`src/inc/swr_consts.vh`:
```
// Purpose: constants for the single-wire receive master
// Assumes: 50 MHz clock, 20 ns period
// Notes:   times in ns, cycle counts derived from them
`ifndef SWR_CONSTS_VH
`define SWR_CONSTS_VH

`define SWR_CLK_PERIOD_NS  20
// Mode field positions
`define SWR_MODE_RST_BEFORE 0
`define SWR_MODE_RST_AFTER  1
`define SWR_MODE_BITWISE    2
// Bus timing, in nanoseconds
`define SWR_T_RESET_NS     480000
`define SWR_T_PRES_WAIT_NS 70000
`define SWR_T_PRES_END_NS  410000
`define SWR_T_SLOT_LOW_NS  2000
`define SWR_T_SAMPLE_NS    13000
`define SWR_T_SLOT_NS      65000
// Cycle counts: least times round up, the sample point rounds down
`define SWR_CYC_RESET     ((`SWR_T_RESET_NS + `SWR_CLK_PERIOD_NS - 1) / `SWR_CLK_PERIOD_NS)
`define SWR_CYC_PRES_WAIT ((`SWR_T_PRES_WAIT_NS + `SWR_CLK_PERIOD_NS - 1) / `SWR_CLK_PERIOD_NS)
`define SWR_CYC_PRES_END  ((`SWR_T_PRES_END_NS + `SWR_CLK_PERIOD_NS - 1) / `SWR_CLK_PERIOD_NS)
`define SWR_CYC_SLOT_LOW  ((`SWR_T_SLOT_LOW_NS + `SWR_CLK_PERIOD_NS - 1) / `SWR_CLK_PERIOD_NS)
`define SWR_CYC_SAMPLE    (`SWR_T_SAMPLE_NS / `SWR_CLK_PERIOD_NS)
`define SWR_CYC_SLOT      ((`SWR_T_SLOT_NS + `SWR_CLK_PERIOD_NS - 1) / `SWR_CLK_PERIOD_NS)
// Byte width and array depth
`define SWR_BYTE_BITS     8
`define SWR_ARRAY_DEPTH   16
`define SWR_IDX_W         4

`endif

```
`src/core/swr_line_phy.v`:
```
// Purpose: line timing engine: reset/presence and single read slots
// Assumes: synchronous line input, open-drain pin, oe low means driving low
// Notes:   one operation per start pulse; done is a one-cycle pulse
`timescale 1ns/1ps
`include "swr_consts.vh"
module swr_line_phy
#(
  parameter RESET_CYC = `SWR_CYC_RESET,
  parameter PWAIT_CYC = `SWR_CYC_PRES_WAIT,
  parameter PEND_CYC  = `SWR_CYC_PRES_END
)
(
  input  wire        clock,
  input  wire        rst_n,
  input  wire        start_reset,
  input  wire        start_slot,
  input  wire        line_in,
  output reg         line_oe_n,
  output reg         done,
  output reg         bit_val,
  output reg         presence
);
  // Phase codes
  localparam IDLE = 2'h0;
  localparam RLOW = 2'h1;
  localparam RREL = 2'h2;
  localparam SLOT = 2'h3;

  reg [1:0]  phase_reg;  // Current phase
  reg [15:0] cnt_reg;    // Cycle counter within phase
  reg        seen_reg;   // Presence low seen in window

  // Line drive and timing sequencer
  always @(posedge clock)
  begin
    if (!rst_n)
    begin
      phase_reg <= IDLE;
      cnt_reg   <= 16'h0000;
      seen_reg  <= 1'b0;
      line_oe_n <= 1'b1;
      done      <= 1'b0;
      bit_val   <= 1'b0;
      presence  <= 1'b0;
    end
    else
    begin
      done <= 1'b0;
      case (phase_reg)
        IDLE:
        begin
          cnt_reg <= 16'h0000;
          // Reset pulse wins when both asked, though the core never does
          if (start_reset)
          begin
            phase_reg <= RLOW;
            line_oe_n <= 1'b0;
          end
          else if (start_slot)
          begin
            phase_reg <= SLOT;
            line_oe_n <= 1'b0;
          end
        end
        RLOW:
        begin
          // Master holds the line low for the reset pulse
          cnt_reg <= cnt_reg + 16'h0001;
          if (cnt_reg == RESET_CYC - 1)
          begin
            phase_reg <= RREL;
            line_oe_n <= 1'b1; // RULE9
            cnt_reg   <= 16'h0000;
            seen_reg  <= 1'b0;
          end
        end
        RREL:
        begin
          // Slaves answer with a low presence pulse
          cnt_reg <= cnt_reg + 16'h0001;
          if (cnt_reg >= PWAIT_CYC && !line_in)
            seen_reg <= 1'b1; // RULE15
          if (cnt_reg == PEND_CYC - 1)
          begin
            phase_reg <= IDLE;
            presence  <= seen_reg;
            done      <= 1'b1;
          end
        end
        SLOT:
        begin
          cnt_reg <= cnt_reg + 16'h0001;
          // Brief low, then release so the slave may hold it low
          if (cnt_reg == `SWR_CYC_SLOT_LOW - 1)
            line_oe_n <= 1'b1; // RULE16
          if (cnt_reg == `SWR_CYC_SAMPLE - 1)
            bit_val <= line_in; // RULE16
          if (cnt_reg == `SWR_CYC_SLOT - 1)
          begin
            phase_reg <= IDLE;
            done      <= 1'b1;
          end
        end
        default:
        begin
          phase_reg <= IDLE;
          line_oe_n <= 1'b1;
        end
      endcase
    end
  end
endmodule // swr_line_phy

```
`src/core/swr_read_master.v`:
```
// Overview of operation
// RULE1: Caller supplies mode zero to seven.
// RULE2: Mode one: reset, then receive bytes.
// RULE3: Mode two: bytes, then reset after.
// RULE4: Mode three: reset before and after bytes.
// RULE5: Mode five: reset, then one bit each.
// RULE6: Mode six: bits, then reset after.
// RULE7: Mode seven: reset before and after bits.
// RULE8: Check presence before any data after reset.
// RULE9: Line always released to input when done.
// RULE10: Bit mode: one bit per destination, in order.
// RULE11: Bit mode stores single bit, never byte.
// RULE12: Array fill: consecutive elements from first.
// RULE13: Explicit length stops fill at count.
// RULE14: Controller picks no-reset or reset-after mode.
// RULE15: Reset pulse answered by slave presence pulse.
// RULE16: Low pulse, sample within 15 us.
// RULE17: Bytes are eight bits, LSB first.
// RULE18: Assemble LSB first; flag absent presence.
//
// Purpose: single-wire bus receive engine, one operation per start
// Assumes: mode held stable from start to done; line input synchronous
// Notes:   destinations are counted entries; results appear on a write strobe
//          a missing presence after the opening reset skips the data and leaves absent set until next start
`timescale 1ns/1ps
`include "swr_consts.vh"
module swr_read_master
#(
  parameter RESET_CYC = `SWR_CYC_RESET,
  parameter PWAIT_CYC = `SWR_CYC_PRES_WAIT,
  parameter PEND_CYC  = `SWR_CYC_PRES_END
)
(
  input  wire       clock,
  input  wire       rst_n,
  input  wire       start,
  input  wire [2:0] mode,
  input  wire       array_fill_option,
  input  wire [4:0] item_count,
  input  wire       line_in,
  output reg        line_out,
  output reg        line_oe_n,
  output reg        busy,
  output reg        done,
  output reg        absent,
  output reg        dest_we,
  output reg  [3:0] dest_idx,
  output reg  [7:0] dest_data,
  output reg        arr_we,
  output reg  [3:0] arr_idx,
  output reg  [7:0] arr_data
);
  // Sequencer states
  localparam S_IDLE   = 3'h0;
  localparam S_PRE    = 3'h1;
  localparam S_SLOT   = 3'h2;
  localparam S_STORE  = 3'h3;
  localparam S_POST   = 3'h4;
  localparam S_FINISH = 3'h5;

  // Array size as an item count; sized so the clip keeps the count width
  localparam [4:0] ARR_DEPTH = `SWR_ARRAY_DEPTH;

  reg [2:0] state_reg;      // Sequencer state
  reg [2:0] mode_reg;       // Captured transfer mode
  reg       fill_reg;       // Captured array-fill option
  reg [4:0] left_reg;       // Items still to receive
  reg [3:0] idx_reg;        // Next destination index
  reg [2:0] bitn_reg;       // Bit position within byte
  reg [7:0] shift_reg;      // Byte being assembled
  reg       wait_reg;       // Waiting on the phy done pulse
  reg       go_rst_reg;     // Phy reset request pulse
  reg       go_slot_reg;    // Phy slot request pulse

  wire      phy_oe_n;       // Phy line drive, low drives low
  wire      phy_done;       // Phy operation finished
  wire      phy_bit;        // Sampled slot bit
  wire      phy_pres;       // Presence seen after reset
  wire [4:0] start_count;   // Items for a new operation

  // Limits an item count to what the array holds
  function [4:0] clip_count;
    input [4:0] n;
    begin
      if (n == 5'h00 || n > ARR_DEPTH)
        clip_count = ARR_DEPTH;
      else
        clip_count = n;
    end
  endfunction

  // Bit mode ignores the array fill: each entry takes one bit
  // One count drives both start paths, so a clipped zero still reads
  assign start_count = (array_fill_option && !mode[`SWR_MODE_BITWISE]) ?
                       clip_count(item_count) : item_count; // RULE13

  swr_line_phy
  #(
    .RESET_CYC (RESET_CYC),
    .PWAIT_CYC (PWAIT_CYC),
    .PEND_CYC  (PEND_CYC)
  )
  u_phy
  (
    .clock       (clock),
    .rst_n       (rst_n),
    .start_reset (go_rst_reg),
    .start_slot  (go_slot_reg),
    .line_in     (line_in),
    .line_oe_n   (phy_oe_n),
    .done        (phy_done),
    .bit_val     (phy_bit),
    .presence    (phy_pres)
  );

  // Registered copy of the phy drive; released whenever idle
  // Releasing in idle keeps the pin an input between operations
  always @(posedge clock)
  begin
    if (!rst_n)
    begin
      line_oe_n <= 1'b1;
      line_out  <= 1'b0;
    end
    else
    begin
      line_out  <= 1'b0;
      line_oe_n <= (state_reg == S_IDLE) ? 1'b1 : phy_oe_n; // RULE9
    end
  end

  // Receive sequencer
  // One item at a time: slots, a store, then the next item or the close
  always @(posedge clock)
  begin
    if (!rst_n)
    begin
      state_reg   <= S_IDLE;
      mode_reg    <= 3'h0;
      fill_reg    <= 1'b0;
      left_reg    <= 5'h00;
      idx_reg     <= 4'h0;
      bitn_reg    <= 3'h0;
      shift_reg   <= 8'h00;
      wait_reg    <= 1'b0;
      go_rst_reg  <= 1'b0;
      go_slot_reg <= 1'b0;
      busy        <= 1'b0;
      done        <= 1'b0;
      absent      <= 1'b0;
      dest_we     <= 1'b0;
      dest_idx    <= 4'h0;
      dest_data   <= 8'h00;
      arr_we      <= 1'b0;
      arr_idx     <= 4'h0;
      arr_data    <= 8'h00;
    end
    else
    begin
      go_rst_reg  <= 1'b0;
      go_slot_reg <= 1'b0;
      done        <= 1'b0;
      dest_we     <= 1'b0;
      arr_we      <= 1'b0;
      case (state_reg)
        S_IDLE:
        begin
          if (start)
          begin
            mode_reg  <= mode; // RULE1
            fill_reg  <= array_fill_option;
            left_reg  <= start_count; // RULE13
            idx_reg   <= 4'h0; // RULE12
            bitn_reg  <= 3'h0;
            shift_reg <= 8'h00;
            busy      <= 1'b1;
            absent    <= 1'b0;
            wait_reg  <= 1'b1;
            // Modes 1,3,5,7 reset first; 0,4 never reset
            if (mode[`SWR_MODE_RST_BEFORE])
            begin
              go_rst_reg <= 1'b1; // RULE2 RULE4 RULE5 RULE7
              state_reg  <= S_PRE;
            end
            else
            begin
              go_slot_reg <= (start_count != 5'h00);
              state_reg   <= (start_count != 5'h00) ? S_SLOT : S_POST;
              wait_reg    <= (start_count != 5'h00);
            end
          end
        end
        S_PRE:
        begin
          // Presence decides whether any data is read
          // Absence skips both the data and the closing reset
          if (phy_done)
          begin
            if (!phy_pres)
            begin
              absent    <= 1'b1; // RULE18
              state_reg <= S_FINISH;
            end
            else if (left_reg == 5'h00)
              state_reg <= S_POST;
            else
            begin
              go_slot_reg <= 1'b1; // RULE8
              state_reg   <= S_SLOT;
            end
          end
        end
        S_SLOT:
        begin
          if (phy_done)
          begin
            // New bit enters at the top so bit 0 ends up first received
            shift_reg <= {phy_bit, shift_reg[7:1]}; // RULE17 RULE18
            // Bit mode stores after one slot, byte mode after eight
            if (mode_reg[`SWR_MODE_BITWISE] ||
                bitn_reg == `SWR_BYTE_BITS - 1)
              state_reg <= S_STORE;
            else
            begin
              bitn_reg    <= bitn_reg + 3'h1;
              go_slot_reg <= 1'b1;
            end
          end
        end
        S_STORE:
        begin
          bitn_reg <= 3'h0;
          if (mode_reg[`SWR_MODE_BITWISE])
          begin
            // Only one bit goes to a byte-wide destination
            dest_data <= {7'h00, shift_reg[7]}; // RULE10 RULE11
            dest_we   <= 1'b1;
            dest_idx  <= idx_reg;
          end
          else if (fill_reg)
          begin
            arr_data <= shift_reg; // RULE12
            arr_idx  <= idx_reg;
            arr_we   <= 1'b1;
          end
          else
          begin
            dest_data <= shift_reg; // RULE2
            dest_idx  <= idx_reg;
            dest_we   <= 1'b1;
          end
          // Count down; the last item moves on to the closing phase
          idx_reg   <= idx_reg + 4'h1;
          left_reg  <= left_reg - 5'h01;
          shift_reg <= 8'h00;
          if (left_reg == 5'h01)
            state_reg <= S_POST; // RULE13
          else
          begin
            go_slot_reg <= 1'b1;
            state_reg   <= S_SLOT;
          end
        end
        S_POST:
        begin
          // Modes 2,3,6,7 end with a reset after the last item
          // wait_reg low: reset not yet asked; high: waiting on the phy
          if (!mode_reg[`SWR_MODE_RST_AFTER])
            state_reg <= S_FINISH;
          else if (!wait_reg)
          begin
            go_rst_reg <= 1'b1; // RULE3 RULE4 RULE6 RULE7
            wait_reg   <= 1'b1;
          end
          else if (phy_done)
          begin
            absent    <= !phy_pres; // RULE18
            state_reg <= S_FINISH;
          end
          if (state_reg == S_POST && mode_reg[`SWR_MODE_RST_AFTER] && go_rst_reg)
            wait_reg <= 1'b1;
        end
        S_FINISH:
        begin
          // Busy falls with the pulse, so a start is taken the next cycle
          busy      <= 1'b0;
          done      <= 1'b1;
          wait_reg  <= 1'b0;
          state_reg <= S_IDLE;
        end
        default:
        begin
          // Unused codes fall back to idle and release the sequencer
          state_reg <= S_IDLE;
          busy      <= 1'b0;
        end
      endcase
      // Only the closing phase and a start with a reset first keep the wait flag
      // Entering post phase needs a fresh request
      if (state_reg != S_POST &&
          !(state_reg == S_IDLE && start && mode[`SWR_MODE_RST_BEFORE]))
        wait_reg <= (state_reg == S_IDLE && start) ? 1'b0 : wait_reg & 1'b0;
    end
  end
endmodule // swr_read_master

```
`config.mk`:
```
export PLATFORM = sky130hd
export DESIGN_NAME = swr_read_master
export DESIGN_NICKNAME = d
export VERILOG_FILES = /design/src/core/swr_line_phy.v /design/src/core/swr_read_master.v
export VERILOG_INCLUDE_DIRS = /design/src /design/src/inc
export SDC_FILE = /design/constraint.sdc
export NUM_CORES = 1
export LEC_CHECK = 0
export ABC_AREA = 1
export BUFFER_PORTS_ARGS = -buffer_cell sky130_fd_sc_hd__buf_2
export CAP_MARGIN = 20
export CORE_AREA = 5 5 128 69
export CTS_CLUSTER_SIZE = 30
export DETAILED_ROUTE_END_ITERATION = 12
export DIE_AREA = 0 0 133 74
export PLACE_DENSITY = 0.75
export SYNTH_ARGS = -nofsm -noshare
export SYNTH_HDL_FRONTEND = slang
export SYNTH_SLANG_ARGS = --single-unit
```
`constraint.sdc`:
```
create_clock -name clock -period 1.7 [get_ports clock]
set_input_delay 0.255 -clock clock [delete_from_list [all_inputs] [get_ports clock]]
set_output_delay 0.255 -clock clock [all_outputs]
set_load 0.005 [all_outputs]
```
==> results.ini <==
[global_route]
grt_use_met3 = 0.0554
grt_overflow = 0
number_of_global_route_vias_before_repair = 3273
grt_start_max_net_pins = 37
grt_busiest_layer = met1
globalRouteMet1Util = 0.336
grt_pass1_wl_mm = 16.3
groute.usage.overall = 0.210
antenna_violations_before_repair = 0
use_met2 = 0.270

[setup_path]
cp_data_required_time_ns = 1.93
r2r_setup_slack_ns = 0.11
cp-startpoint = state_reg[0]$_SDFFE_PN0P_
regToRegEndpoint = shift_reg[6]$_SDFFE_PN0P_
timing.critical_path.to_type = flop
crit_type = flop to flop
timing.reg2reg.worst_path_depth = 8
worst_setup_path_start_kind = flop
reg2reg_from = state_reg[0]$_SDFFE_PN0P_
worst-path-max-fanout = 10
crit_arrival_ns = 1.82

[timing]
hold_viol_final = 0
worst_slew_margin_rel = 0.649
finalMaxSlewViolations = 0
setup_violations = 0
fmax_mhz = 628
min_period_ns = 1.59
worst_clock_skew_ns = 0.0103
setup_slack_ns = 0.107
period_share = 0.937
worstMarginPinSlew_ns = 0.522

[die]
die_h_um = 74
floorplan.rows = 23
placeableCoreArea_mm2 = 0.00768
floorplan.die_area_mm2 = 0.00984
initial_core_util = 0.512
io_pins = 44
fp.dieW_um = 133

[place]
dp.cells = 702
post-place-ws_ns = -0.155
io_buffers = 42
place_hpwl_mm = 7.43
globalplace.congestion = 0.922
placed_cell_area_mm2 = 0.00439

[synthesis]
synthesis.nets = 578
synthesis_warnings = 0
synthesis.area_mm2 = 0.00393
ys_top_cells_by_area = dfxtp_1 (42%), nand2_1 (9.4%), nor2_1 (8.3%)
yosysUniqueCellTypes = 33
synth_top_cell_by_area = dfxtp_1
synthDominantCellAreaShare = 0.417
seq_total_area_yosys = 0.417
syn_area_per_cell_um2 = 7.15
post_synthesis_register_bit_count = 82
postSynthCellCount = 550

[hold_path]
whs_endpoint = busy$_SDFFE_PN0P_
hold_path_depth = 3
hold_path_class = input pin to flop
min_from = start

[run_status]
run_status = complete, no violations

[cts]
clkSlewWorstSetupHoldPaths_ns = 0.07
cts.sink_count = 82
cts_tree = built
cts_made_buffers = 9
cts-root-buf = clkbuf_16
worstSkewPairLatency_ns = 0.34
ctsHoldBuffers = 0
cts_buffer_depth = 2
htreeDepth = 3

[detailed_routing]
wl_per_cell_um = 14.0
routed-via-count = 3718
initialDrtViolationCount = 422
route.antenna.remaining_nets = 0
vias_per_cell = 5.19
post-route-drc-count = 0
wirelength_mm = 10.1
drt_pass1_iterations = 5

[finish]
final_cell_area_mm2 = 0.00472
register_area_mm2 = 0.00164
post_route_cells_drive_above_1_share = 0.196
layout.nets = 641
area_delta_synth_final_pct = 20.1
final_common_cell = nand2_1
finalNonFillerCells = 717
antenna_cells_inserted = 0
multi_input_comb_area_mm2 = 0.00202
flip_flop_count_of_the_largest_register_after_layout = 16
fill_cells = 687
top_library_cells_by_usage_in_the_layout_fill_and_taps_aside = nand2_1 (98), nor2_1 (85), dfxtp_1 (82), nand3_1 (57), inv_1 (52)

[flow_run]
maxCapViolCount = 0

[power]
fin_total_pwr_w = 0.00623
p_leak_nw = 2.11
power.density_cell_area_mw_per_mm2 = 1320
vdd_ir_drop_max_uv = 621

## how the worst max path moves through the flow
stage	endpoint	slack (ns)	depth (start not counted)
after detailed placement	state_reg[2]$_SDFFE_PN0P_	-0.16	13
final	shift_reg[6]$_SDFFE_PN0P_	0.11	8
after global placement	state_reg[2]$_SDFFE_PN0P_	-0.14	13
after CTS	u_phy.cnt_reg[14]$_SDFF_PN0_	0.07	9
after global routing	u_phy.phase_reg[1]$_SDFFE_PN0P_	-0.006	12
after floorplan	state_reg[2]$_SDFFE_PN0P_	0.05	12
## what timing repair did
action	in CTS	in global routing
gates resized for setup	0	9
setup buffers	0	0
endpoints found under the setup margin	0	27
## cells in the mapped netlist
cell type,number
a31oi_1,7
conb_1,1
o21ai_4,1
o22ai_1,2
clkinv_2,1
buf_8,1
ha_1,15
buf_4,1
or3_1,1
xnor2_1,4
inv_2,4
nand4_1,1
o2111ai_1,1
nor2_2,16
nand2_2,4
nor4_1,1
o221ai_1,1
a21oi_1,38
nand2_1,98
nand3_1,59
nor2_1,87
xor2_1,9
dfxtp_1,82
inv_1,54
clkbuf_1,8
buf_2,3
a211oi_1,4
buf_1,2
nand2_4,3
o21ai_0,32
nor3_1,6
or2_2,1
o211ai_1,2
## report_power, final
part	total (W)	internal [W]	switching, W	leakage (nW)
logic	0.00197	0.000676	0.00130	1.30
registers	0.00228	0.00213	0.000155	0.664
clock network	0.00197	0.00118	0.000797	0.141
total	0.00623	0.00398	0.00225	2.11
## metal layers
metal | up-vias | wire length [um]
met5 | - | 0
met4 | 0 | 102
met3 | 11 | 671
met2 | 125 | 3740
met1 | 1681 | 5540
li1 | 1901 | -
## logic make-up (layout without fill, tap and decap cells)
| kind of cell | count (synthesis) | count (layout) | share of synthesized area |
|---|---|---|---|
| AND/OR/NAND/NOR | 277 | 277 | 0.306 |
| AO/OA/AOI/OAI | 88 | 88 | 0.123 |
| flip-flops | 82 | 82 | 0.417 |
| buffers and inverters | 74 | 141 | 0.0757 |
| adder cells (fa/ha/maj) | 15 | 15 | 0.0477 |
| XOR/XNOR | 13 | 13 | 0.0289 |
| other | 1 | 1 | 0.000953 |
## per-stage QoR
| stage | util | hold slack [ns] | TNS (ns) |
|---|---|---|---|
| floorplan | - | 0.419 | 0 |
| global placement | 0.572 | 0.445 | -0.407 |
| detailed placement | 0.572 | 0.452 | -0.464 |
| CTS | 0.611 | 0.199 | 0 |
| global route | 0.615 | 0.224 | -0.00632 |
| finish | 0.615 | 0.210 | 0 |
## layout make-up
type | instances | area share
timing repair buffer | 67 | 0.0869
sequential | 82 | 0.347
clock buffer | 10 | 0.0506
multi-input combinational | 394 | 0.427
clock inverter | 5 | 0.0132
tap | 100 | 0.0265
inverter | 59 | 0.0479
## worst max-delay path, cell delays in order (launching register included)
cell      delay [ns]
dfxtp_1         0.42
inv_1           0.10
nand3_1         0.14
inv_1           0.10
nand2_1         0.07
nand3_1         0.18
buf_4           0.24
a21oi_1         0.18
a211oi_2        0.06
No activity file was read; power rests on OpenSTA's default activity.
